`config.mk`:
```
export PLATFORM = sky130hd
export DESIGN_NAME = lpsm_top
export DESIGN_NICKNAME = d
export VERILOG_FILES = /design/src/design/lpsm_pkg.sv /design/src/design/lpsm_top.sv
export SDC_FILE = /design/constraint.sdc
export NUM_CORES = 1
export LEC_CHECK = 0
export BUFFER_PORTS_ARGS = -buffer_cell sky130_fd_sc_hd__buf_2
export CELL_PAD_IN_SITES_DETAIL_PLACEMENT = 1
export CELL_PAD_IN_SITES_GLOBAL_PLACEMENT = 1
export CORE_MARGIN = 4
export CORE_UTILIZATION = 41
export DETAILED_ROUTE_END_ITERATION = 10
export GPL_TIMING_DRIVEN = 0
export PLACE_DENSITY = 0.86
export SKIP_CTS_REPAIR_TIMING = 1
export SYNTH_ARGS = -nofsm -noshare
export SYNTH_HDL_FRONTEND = slang
export SYNTH_SLANG_ARGS = --single-unit
```
`constraint.sdc`:
```
create_clock -name sys_clk -period 2 [get_ports sys_clk]
set_input_delay 0.2 -clock sys_clk [delete_from_list [all_inputs] [get_ports sys_clk]]
set_output_delay 0.2 -clock sys_clk [all_outputs]
set_load 0.02 [all_outputs]
```
`src/design/lpsm_pkg.sv`:
```
// package for the low-power state and system-management entry block
// assumes a single bus clock domain; request pins arrive asynchronously
package lpsm_pkg;
  // synchroniser depth for asynchronous request pins
  localparam int SYNC_STAGES = 3;
  // power state encoding
  typedef enum logic [1:0] {
    ST_RUN = 2'h0,
    ST_GRANT = 2'h1,
    ST_SLEEP = 2'h2
  } lpsm_state_t;
  // acknowledge transaction kinds on the bus request port
  localparam logic [1:0] ACK_NONE = 2'h0;
  localparam logic [1:0] ACK_GRANT = 2'h1;
  localparam logic [1:0] ACK_SMI = 2'h2;
  // clock gate bit positions in the unit enable vector
  localparam int GATE_CORE = 0;
  localparam int GATE_BUS = 1;
  localparam int GATE_INTR = 2;
  localparam int GATE_W = 3;
  // smm entry sequence encoding
  typedef enum logic [1:0] {
    SM_IDLE = 2'h0,
    SM_SAVE = 2'h1,
    SM_ACK = 2'h2,
    SM_FETCH = 2'h3
  } lpsm_smm_t;
endpackage : lpsm_pkg

```
`src/design/lpsm_top.sv`:
```
// power-state and system-management entry control for a processor core
// assumes chipset pins are asynchronous, active low; the bus clock
// sys_clk is never gated by this block and keeps running in every state
//
// Function
// - an asserted clock-halt request moves the processor into the grant state.
// - entering the grant state from run issues one grant acknowledge bus transaction.
// - in the grant state only the bus and interrupt-controller clocks run.
// - in the grant state snooping and interrupt service stay enabled.
// - releasing the clock-halt request restarts all clocks and resumes.
// - the clock-halt request is asynchronous and never touches the bus clock.
// - a sleep request seen in the grant state moves the processor to sleep.
// - in sleep every unit clock stops and only the loop stays running.
// - in sleep snoops are not answered and interrupts are not recognised.
// - in sleep only sleep and reset inputs change state; a management interrupt is only held pending.
// - releasing sleep returns to grant and restarts bus and intr clocks.
// - an accepted management interrupt saves state and enters smm.
// - after acceptance a management acknowledge bus transaction issues.
// - after the acknowledge, fetching starts from the smm handler.
`timescale 1ns/1ps
module lpsm_top (
  // clock and reset
  input wire logic sys_clk,
  input wire logic reset,
  // chipset request pins, asynchronous
  input wire logic clock_halt_request_n,
  input wire logic sleep_request_n,
  input wire logic sys_mgmt_irq_n,
  // core handshakes
  input wire logic save_done,
  input wire logic ack_accepted,
  // bus acknowledge request
  output logic ack_valid,
  output logic [1:0] ack_kind,
  // unit clock enables and service enables
  output logic [lpsm_pkg::GATE_W-1:0] unit_clk_en,
  output logic pll_run,
  output logic snoop_en,
  output logic intr_en,
  output logic exec_en,
  // smm sequencing
  output logic save_state_req,
  output logic sys_mgmt_mode,
  output logic smm_fetch_start
);

  // three-flop synchronisers; a change counts once stages 2 and 3 agree
  logic [2:0] halt_sync_r, sleep_sync_r, smi_sync_r;
  logic [2:0] halt_sync_nxt, sleep_sync_nxt, smi_sync_nxt;
  logic halt_q_r, sleep_q_r, smi_q_r;
  logic halt_q_nxt, sleep_q_nxt, smi_q_nxt;

  // filtered value follows only when the last two stages agree
  function automatic logic settle(input logic [2:0] s, input logic q);
    settle = (s[2] == s[1]) ? s[2] : q;
  endfunction : settle

  // shift in inverted pins so the filtered level is active high
  always_comb begin
    halt_sync_nxt = {halt_sync_r[1:0], ~clock_halt_request_n};
    sleep_sync_nxt = {sleep_sync_r[1:0], ~sleep_request_n};
    smi_sync_nxt = {smi_sync_r[1:0], ~sys_mgmt_irq_n};
    halt_q_nxt = settle(halt_sync_r, halt_q_r);
    sleep_q_nxt = settle(sleep_sync_r, sleep_q_r);
    smi_q_nxt = settle(smi_sync_r, smi_q_r);
  end

  always_ff @(posedge sys_clk or posedge reset) begin
    if (reset) begin
      halt_sync_r <= 3'h0;
      sleep_sync_r <= 3'h0;
      smi_sync_r <= 3'h0;
      halt_q_r <= 1'b0;
      sleep_q_r <= 1'b0;
      smi_q_r <= 1'b0;
    end else begin
      halt_sync_r <= halt_sync_nxt;
      sleep_sync_r <= sleep_sync_nxt;
      smi_sync_r <= smi_sync_nxt;
      halt_q_r <= halt_q_nxt;
      sleep_q_r <= sleep_q_nxt;
      smi_q_r <= smi_q_nxt;
    end
  end

  // power state machine and pending acknowledges
  lpsm_pkg::lpsm_state_t state_r, state_nxt;
  lpsm_pkg::lpsm_smm_t smm_r, smm_nxt;
  logic grant_ack_pend_r, grant_ack_pend_nxt;
  logic smi_prev_r, smi_prev_nxt;
  logic smi_pend_r, smi_pend_nxt;
  logic smm_mode_r, smm_mode_nxt;
  logic fetch_r, fetch_nxt;
  logic grant_ack_go, smi_ack_go;

  // only one acknowledge is offered at a time; grant goes first because
  // the core is already quiescing when it is pending
  assign grant_ack_go = grant_ack_pend_r;
  // the management ack is held back while asleep: the bus unit clock is off
  assign smi_ack_go = !grant_ack_pend_r && smm_r == lpsm_pkg::SM_ACK &&
                      state_r != lpsm_pkg::ST_SLEEP;

  always_comb begin
    state_nxt = state_r;
    grant_ack_pend_nxt = grant_ack_pend_r;
    if (grant_ack_go && ack_accepted) begin
      grant_ack_pend_nxt = 1'b0;
    end
    unique case (state_r)
      lpsm_pkg::ST_RUN: begin
        // sleep is not looked at here, so it cannot skip the grant state
        if (halt_q_r) begin
          state_nxt = lpsm_pkg::ST_GRANT;
          grant_ack_pend_nxt = 1'b1;
        end
      end
      lpsm_pkg::ST_GRANT: begin
        if (!halt_q_r) begin
          state_nxt = lpsm_pkg::ST_RUN;
          grant_ack_pend_nxt = 1'b0;
        end else if (sleep_q_r && !grant_ack_pend_r) begin
          state_nxt = lpsm_pkg::ST_SLEEP;
        end
      end
      lpsm_pkg::ST_SLEEP: begin
        // only sleep is examined, clock-halt is not; reset is asynchronous
        if (!sleep_q_r) begin
          state_nxt = lpsm_pkg::ST_GRANT;
        end
      end
      default: state_nxt = lpsm_pkg::ST_RUN;
    endcase
  end

  // smm entry: edge of the filtered request, held pending until serviced;
  // it is not recognised while asleep and waits until sleep ends
  always_comb begin
    smm_nxt = smm_r;
    smi_prev_nxt = smi_q_r;
    smi_pend_nxt = smi_pend_r;
    smm_mode_nxt = smm_mode_r;
    fetch_nxt = 1'b0;
    if (smi_q_r && !smi_prev_r) begin
      smi_pend_nxt = 1'b1;
    end
    unique case (smm_r)
      lpsm_pkg::SM_IDLE: begin
        if (smi_pend_r && state_r != lpsm_pkg::ST_SLEEP) begin
          smi_pend_nxt = smi_q_r && !smi_prev_r;
          smm_nxt = lpsm_pkg::SM_SAVE;
          smm_mode_nxt = 1'b1;
        end
      end
      lpsm_pkg::SM_SAVE: begin
        if (save_done && state_r != lpsm_pkg::ST_SLEEP) begin
          smm_nxt = lpsm_pkg::SM_ACK;
        end
      end
      lpsm_pkg::SM_ACK: begin
        if (smi_ack_go && ack_accepted) begin
          smm_nxt = lpsm_pkg::SM_FETCH;
        end
      end
      lpsm_pkg::SM_FETCH: begin
        fetch_nxt = 1'b1;
        smm_nxt = lpsm_pkg::SM_IDLE;
      end
    endcase
  end

  always_ff @(posedge sys_clk or posedge reset) begin
    if (reset) begin
      state_r <= lpsm_pkg::ST_RUN;
      smm_r <= lpsm_pkg::SM_IDLE;
      grant_ack_pend_r <= 1'b0;
      smi_prev_r <= 1'b0;
      smi_pend_r <= 1'b0;
      smm_mode_r <= 1'b0;
      fetch_r <= 1'b0;
    end else begin
      state_r <= state_nxt;
      smm_r <= smm_nxt;
      grant_ack_pend_r <= grant_ack_pend_nxt;
      smi_prev_r <= smi_prev_nxt;
      smi_pend_r <= smi_pend_nxt;
      smm_mode_r <= smm_mode_nxt;
      fetch_r <= fetch_nxt;
    end
  end

  // acknowledge request toward the bus unit
  always_comb begin
    ack_valid = grant_ack_go || smi_ack_go;
    ack_kind = grant_ack_go ? lpsm_pkg::ACK_GRANT :
               smi_ack_go ? lpsm_pkg::ACK_SMI : lpsm_pkg::ACK_NONE;
  end

  // unit clocks and service enables by state; the loop always runs
  always_comb begin
    unit_clk_en = '1;
    snoop_en = 1'b1;
    intr_en = 1'b1;
    exec_en = 1'b1;
    pll_run = 1'b1;
    unique case (state_r)
      lpsm_pkg::ST_RUN: exec_en = 1'b1;
      lpsm_pkg::ST_GRANT: begin
        unit_clk_en[lpsm_pkg::GATE_CORE] = 1'b0;
        exec_en = 1'b0;
        snoop_en = 1'b1;
        intr_en = 1'b1;
      end
      lpsm_pkg::ST_SLEEP: begin
        unit_clk_en = '0;
        exec_en = 1'b0;
        snoop_en = 1'b0;
        intr_en = 1'b0;
      end
      default: unit_clk_en = '1;
    endcase
  end

  assign save_state_req = (smm_r == lpsm_pkg::SM_SAVE);
  assign sys_mgmt_mode = smm_mode_r;
  assign smm_fetch_start = fetch_r;

endmodule : lpsm_top

```
==> impl_table.tex <==
\begin{tabular}{lr}
\hline
Metric & Value \\
\hline
\multicolumn{2}{l}{\textbf{Die}} \\
\quad Number of cell rows & 17 \\
\quad I/O pin count & 20 \\
\quad Die outline height & 56 um \\
\quad Initial Utilization & 0.427 \\
\quad DIE WIDTH & 56 um \\
\quad Core region area & 0.00221 mm2 \\
\quad Die Footprint & 0.00314 mm2 \\
\multicolumn{2}{l}{\textbf{Placement}} \\
\quad Detailed Place HPWL & 1.23 mm \\
\quad Instance area at placement & 0.00107 mm2 \\
\quad Final weighted congestion in routability-driven placement & 0.694 \\
\quad Port Buf Inserts & 18 \\
\multicolumn{2}{l}{\textbf{Setup path}} \\
\quad Category of the worst setup path launch point & register \\
\quad Critical path arrival & 2.19 ns \\
\quad Kind of capture point of the worst setup path & register \\
\quad CP max FO & 8 \\
\quad Required time at the worst-slack endpoint & 2.19 ns \\
\quad Category of the most critical setup path & reg2reg \\
\multicolumn{2}{l}{\textbf{Clock network}} \\
\quad CTS max path bufs & 2 \\
\quad TritonCTS clock tree & done \\
\quad Insertion delay to the later sink of the worst-skew pair & 0.30 ns \\
\quad CTS root buf & sky130\_fd\_sc\_hd\_\_clkbuf\_4 \\
\quad Clock buffers created by TritonCTS & 3 \\
\quad Clock transition at the registers of the reported paths & 0.11 ns \\
\quad Total clock sinks & 21 \\
\quad Number of levels in the clock H-tree & 1 \\
\multicolumn{2}{l}{\textbf{Job}} \\
\quad Number of max-cap violations & 0 \\
\multicolumn{2}{l}{\textbf{STA}} \\
\quad Worst Hold Slack & 0.0128 ns \\
\quad Final count of negative-setup-slack endpoints & 0 \\
\quad Max\_slew headroom & 0.494 \\
\quad Worst-margin pin slew & 0.759 ns \\
\quad Endpoints failing hold & 0 \\
\quad Ratio of final minimum period to clock period & 0.996 \\
\quad Period minus WS final & 1.99 ns \\
\quad Final clock skew & 0.00415 ns \\
\quad Max Freq & 502 MHz \\
\quad Count of pins over their slew limit & 0 \\
\multicolumn{2}{l}{\textbf{Finish}} \\
\quad Antenna Cells & 0 \\
\quad Synthesis-to-finish area growth & 20.0\% \\
\quad Area of the multi-input gates & 340 um2 \\
\quad Share of post-route cells with drive strength above 1 & 0.327 \\
\quad Core Util, Final & 0.512 \\
\quad Final Cell Area & 0.00113 mm2 \\
\quad Net count, final & 121 \\
\quad Number of filler cells placed in the layout & 250 \\
\quad Combined flip-flop and latch cell area & 526 um2 \\
\multicolumn{2}{l}{\textbf{Yosys}} \\
\quad Share of the yosys chip area belonging to registers & 0.556 \\
\quad Syn Std Cell Area & 945 um2 \\
\quad Unique cell type count in the Yosys netlist & 22 \\
\quad Avg Inst Size Synth & 12.0 um2 \\
\quad Total of flip-flops plus latches after synthesis & 21 \\
\quad Most frequently used cell type in the post-synthesis netlist & sky130\_fd\_sc\_hd\_\_dfrtp\_1 \\
\quad Post-synthesis net count & 95 \\
\quad Cell types with the highest counts after synthesis & 21 x sky130\_fd\_sc\_hd\_\_dfrtp\_1, 13 x sky130\_fd\_sc\_hd\_\_inv\_1, 9 x sky130\_fd\_sc\_hd\_\_ha\_1, 6 x sky130\_fd\_sc\_hd\_\_buf\_4, 5 x sky130\_fd\_sc\_hd\_\_nand2b\_1 \\
\quad Async set-reset flop share out of synthesis & 1.00 \\
\quad Synthesized instance count & 79 \\
\quad Number of flops mapped to enable cells by yosys & 0 \\
\quad Synth Flop Type & sky130\_fd\_sc\_hd\_\_dfrtp\_1 \\
\quad Portion of synthesized cell area occupied by the leading cell type & 0.556 \\
\quad Largest cells by area after synthesis & sky130\_fd\_sc\_hd\_\_dfrtp\_1 56\%, sky130\_fd\_sc\_hd\_\_ha\_1 12\%, sky130\_fd\_sc\_hd\_\_inv\_1 5.2\%, sky130\_fd\_sc\_hd\_\_buf\_4 4.8\%, sky130\_fd\_sc\_hd\_\_nand2b\_1 3.3\% \\
\quad Cell taking the most area after synthesis & sky130\_fd\_sc\_hd\_\_dfrtp\_1 \\
\quad Synth warnings & 0 \\
\multicolumn{2}{l}{\textbf{Drt}} \\
\quad Number of vias per cell after detailed routing & 4.67 \\
\quad DRT Wirelength & 1.67 mm \\
\quad Vias & 617 \\
\quad First-pass DRT Iterations & 4 \\
\quad Iteration-0 DRC count of the detailed router & 9 \\
\quad Average wire per cell in the routed design & 12.6 um \\
\quad Final ANT Viol Nets & 0 \\
\quad Number of DRC violations after detailed routing & 0 \\
\multicolumn{2}{l}{\textbf{Power and ir drop}} \\
\quad Worst VDD drop & 0.743 mV \\
\quad Internal power consumption & 0.00103 W \\
\quad Relative contribution of combinational cells to total power & 0.539 \\
\quad Switching portion of total power & 0.405 \\
\quad Clk network pwr share & 0.114 \\
\quad Share of power burned in registers & 0.346 \\
\quad Static leakage & 0.571 nW \\
\quad Power density normalized to cell area & 1520 mW/mm2 \\
\quad Switching power & 0.000699 W \\
\multicolumn{2}{l}{\textbf{Global route}} \\
\quad Number of antenna violations at the first check in global routing & 0 \\
\quad Total Routing Usage GR & 0.116 \\
\quad Total grt overflow & 0 \\
\quad Global-route wire length before repair & 2.79 mm \\
\quad Via count of the first global-routing pass & 651 \\
\quad Largest net degree at the start of global routing & 22 \\
\multicolumn{2}{l}{\textbf{Run status}} \\
\quad Status & complete, no violations \\
\multicolumn{2}{l}{\textbf{Hold path}} \\
\quad Worst min path class & in2async \\
\hline
\end{tabular}
[power groups by stage]
stage | registers [W] | logic [W] | clock network, W
floorplan | 0.000592 | 0.000617 | 0
global placement | 0.000588 | 0.000807 | 0
detailed placement | 0.000598 | 0.000849 | 0
CTS | 0.000589 | 0.000849 | 0.000210
global route | 0.000611 | 0.00104 | 0.000233
finish | 0.000598 | 0.000930 | 0.000197
[worst max-delay path: stages, from the launching register on]
cell	delay, ns
sky130_fd_sc_hd__dfrtp_1	0.46
sky130_fd_sc_hd__ha_4	0.22
sky130_fd_sc_hd__or3b_4	0.37
sky130_fd_sc_hd__a222oi_1	0.35
sky130_fd_sc_hd__buf_4	0.18
sky130_fd_sc_hd__mux2_1	0.31
[cell usage in the layout, fill, tap and decap left out]
cell type                   n
sky130_fd_sc_hd__dfrtp_1   21
sky130_fd_sc_hd__buf_2     18
sky130_fd_sc_hd__inv_1     12
sky130_fd_sc_hd__buf_4      9
sky130_fd_sc_hd__ha_1       8
sky130_fd_sc_hd__nand2b_1   5
sky130_fd_sc_hd__maj3_1     3
sky130_fd_sc_hd__nor2_1     3
sky130_fd_sc_hd__clkbuf_4   3
sky130_fd_sc_hd__a22o_1     2
sky130_fd_sc_hd__a222oi_1   2
sky130_fd_sc_hd__nand2_1    2
sky130_fd_sc_hd__o21ai_0    2
sky130_fd_sc_hd__or3b_4     1
sky130_fd_sc_hd__o32a_1     1
sky130_fd_sc_hd__and2_1     1
sky130_fd_sc_hd__mux2i_1    1
sky130_fd_sc_hd__inv_2      1
sky130_fd_sc_hd__o32ai_1    1
sky130_fd_sc_hd__nor2b_1    1
sky130_fd_sc_hd__a21oi_1    1
sky130_fd_sc_hd__a31o_2     1
sky130_fd_sc_hd__mux2_1     1
sky130_fd_sc_hd__o22ai_1    1
sky130_fd_sc_hd__ha_4       1
sky130_fd_sc_hd__conb_1     1
sky130_fd_sc_hd__clkbuf_1   1
[flip-flops by register name (all words and copies together), names as in the netlist]
register,cells
halt_q_r,1
grant_ack_go,1
smm_r,2
smi_prev_nxt,1
halt_sync_r,3
smm_fetch_start,1
smi_pend_r,1
smi_prev_r,1
state_r,2
sys_mgmt_mode,1
sleep_q_r,1
sleep_sync_r,3
smi_sync_r,3
[metal layers]
| metal | global-route usage | up-vias | part of all wire |
|---|---|---|---|
| li1 | - | 300 | - |
| met1 | 0.123 | 298 | 0.44 |
| met2 | 0.200 | 15 | 0.50 |
| met3 | 0.0325 | 4 | 0.049 |
| met4 | 0.0712 | 0 | 0.015 |
| met5 | 0 | - | 0 |
[final timing paths]
kind                                      startpoint                         to  slack, ns  depth (start not counted)
setup / recovery              state_r[1]$_DFFE_PP0P_       smm_r[1]$_DFFE_PP0P_      0.008                          5
hold / removal                                 reset    smi_sync_r[0]$_DFF_PP0_       0.01                          2
setup reg to reg              state_r[1]$_DFFE_PP0P_       smm_r[1]$_DFFE_PP0P_      0.008                          5
hold reg to reg            sleep_sync_r[0]$_DFF_PP0_  sleep_sync_r[1]$_DFF_PP0_       0.36                          0
max in group asynchronous                      reset      sleep_q_r$_DFFE_PP0N_       1.51                          2
min in group sys_clk                  sys_mgmt_irq_n    smi_sync_r[0]$_DFF_PP0_       0.02                          2
[stage by stage]
| stage | total power (W) | setup slack [ns] | TNS, ns | instances |
|---|---|---|---|---|
| after floorplan | 0.00121 | 0.176 | 0 | 79 |
| after global placement | 0.00140 | 0.0248 | 0 | 125 |
| after detailed placement | 0.00145 | -0.0806 | -0.0806 | 125 |
| after CTS | 0.00165 | -0.101 | -0.101 | 129 |
| after global routing | 0.00189 | -0.0662 | -0.0662 | 132 |
| final | 0.00173 | 0.00841 | 0 | 132 |
[logic make-up (layout without fill, tap and decap cells)]
family	after synthesis	in the layout	share of synthesized area
mux	2	2	0.0225
buf+inv	19	44	0.0993
fa+ha+maj	12	12	0.151
simple gates	13	13	0.0755
flops	21	21	0.556
other cells	1	1	0.00397
compound gates	11	11	0.0914
[area by class of cell]
type | count | share of cell area
Timing Repair Buffer | 21 | 0.0993
Inverter | 13 | 0.0430
Tap cell | 28 | 0.0309
Clock buffer | 4 | 0.0232
Sequential cell | 21 | 0.464
Buffer | 6 | 0.0397
Multi-Input combinational cell | 39 | 0.300
No activity file was read; power rests on OpenSTA's default activity.
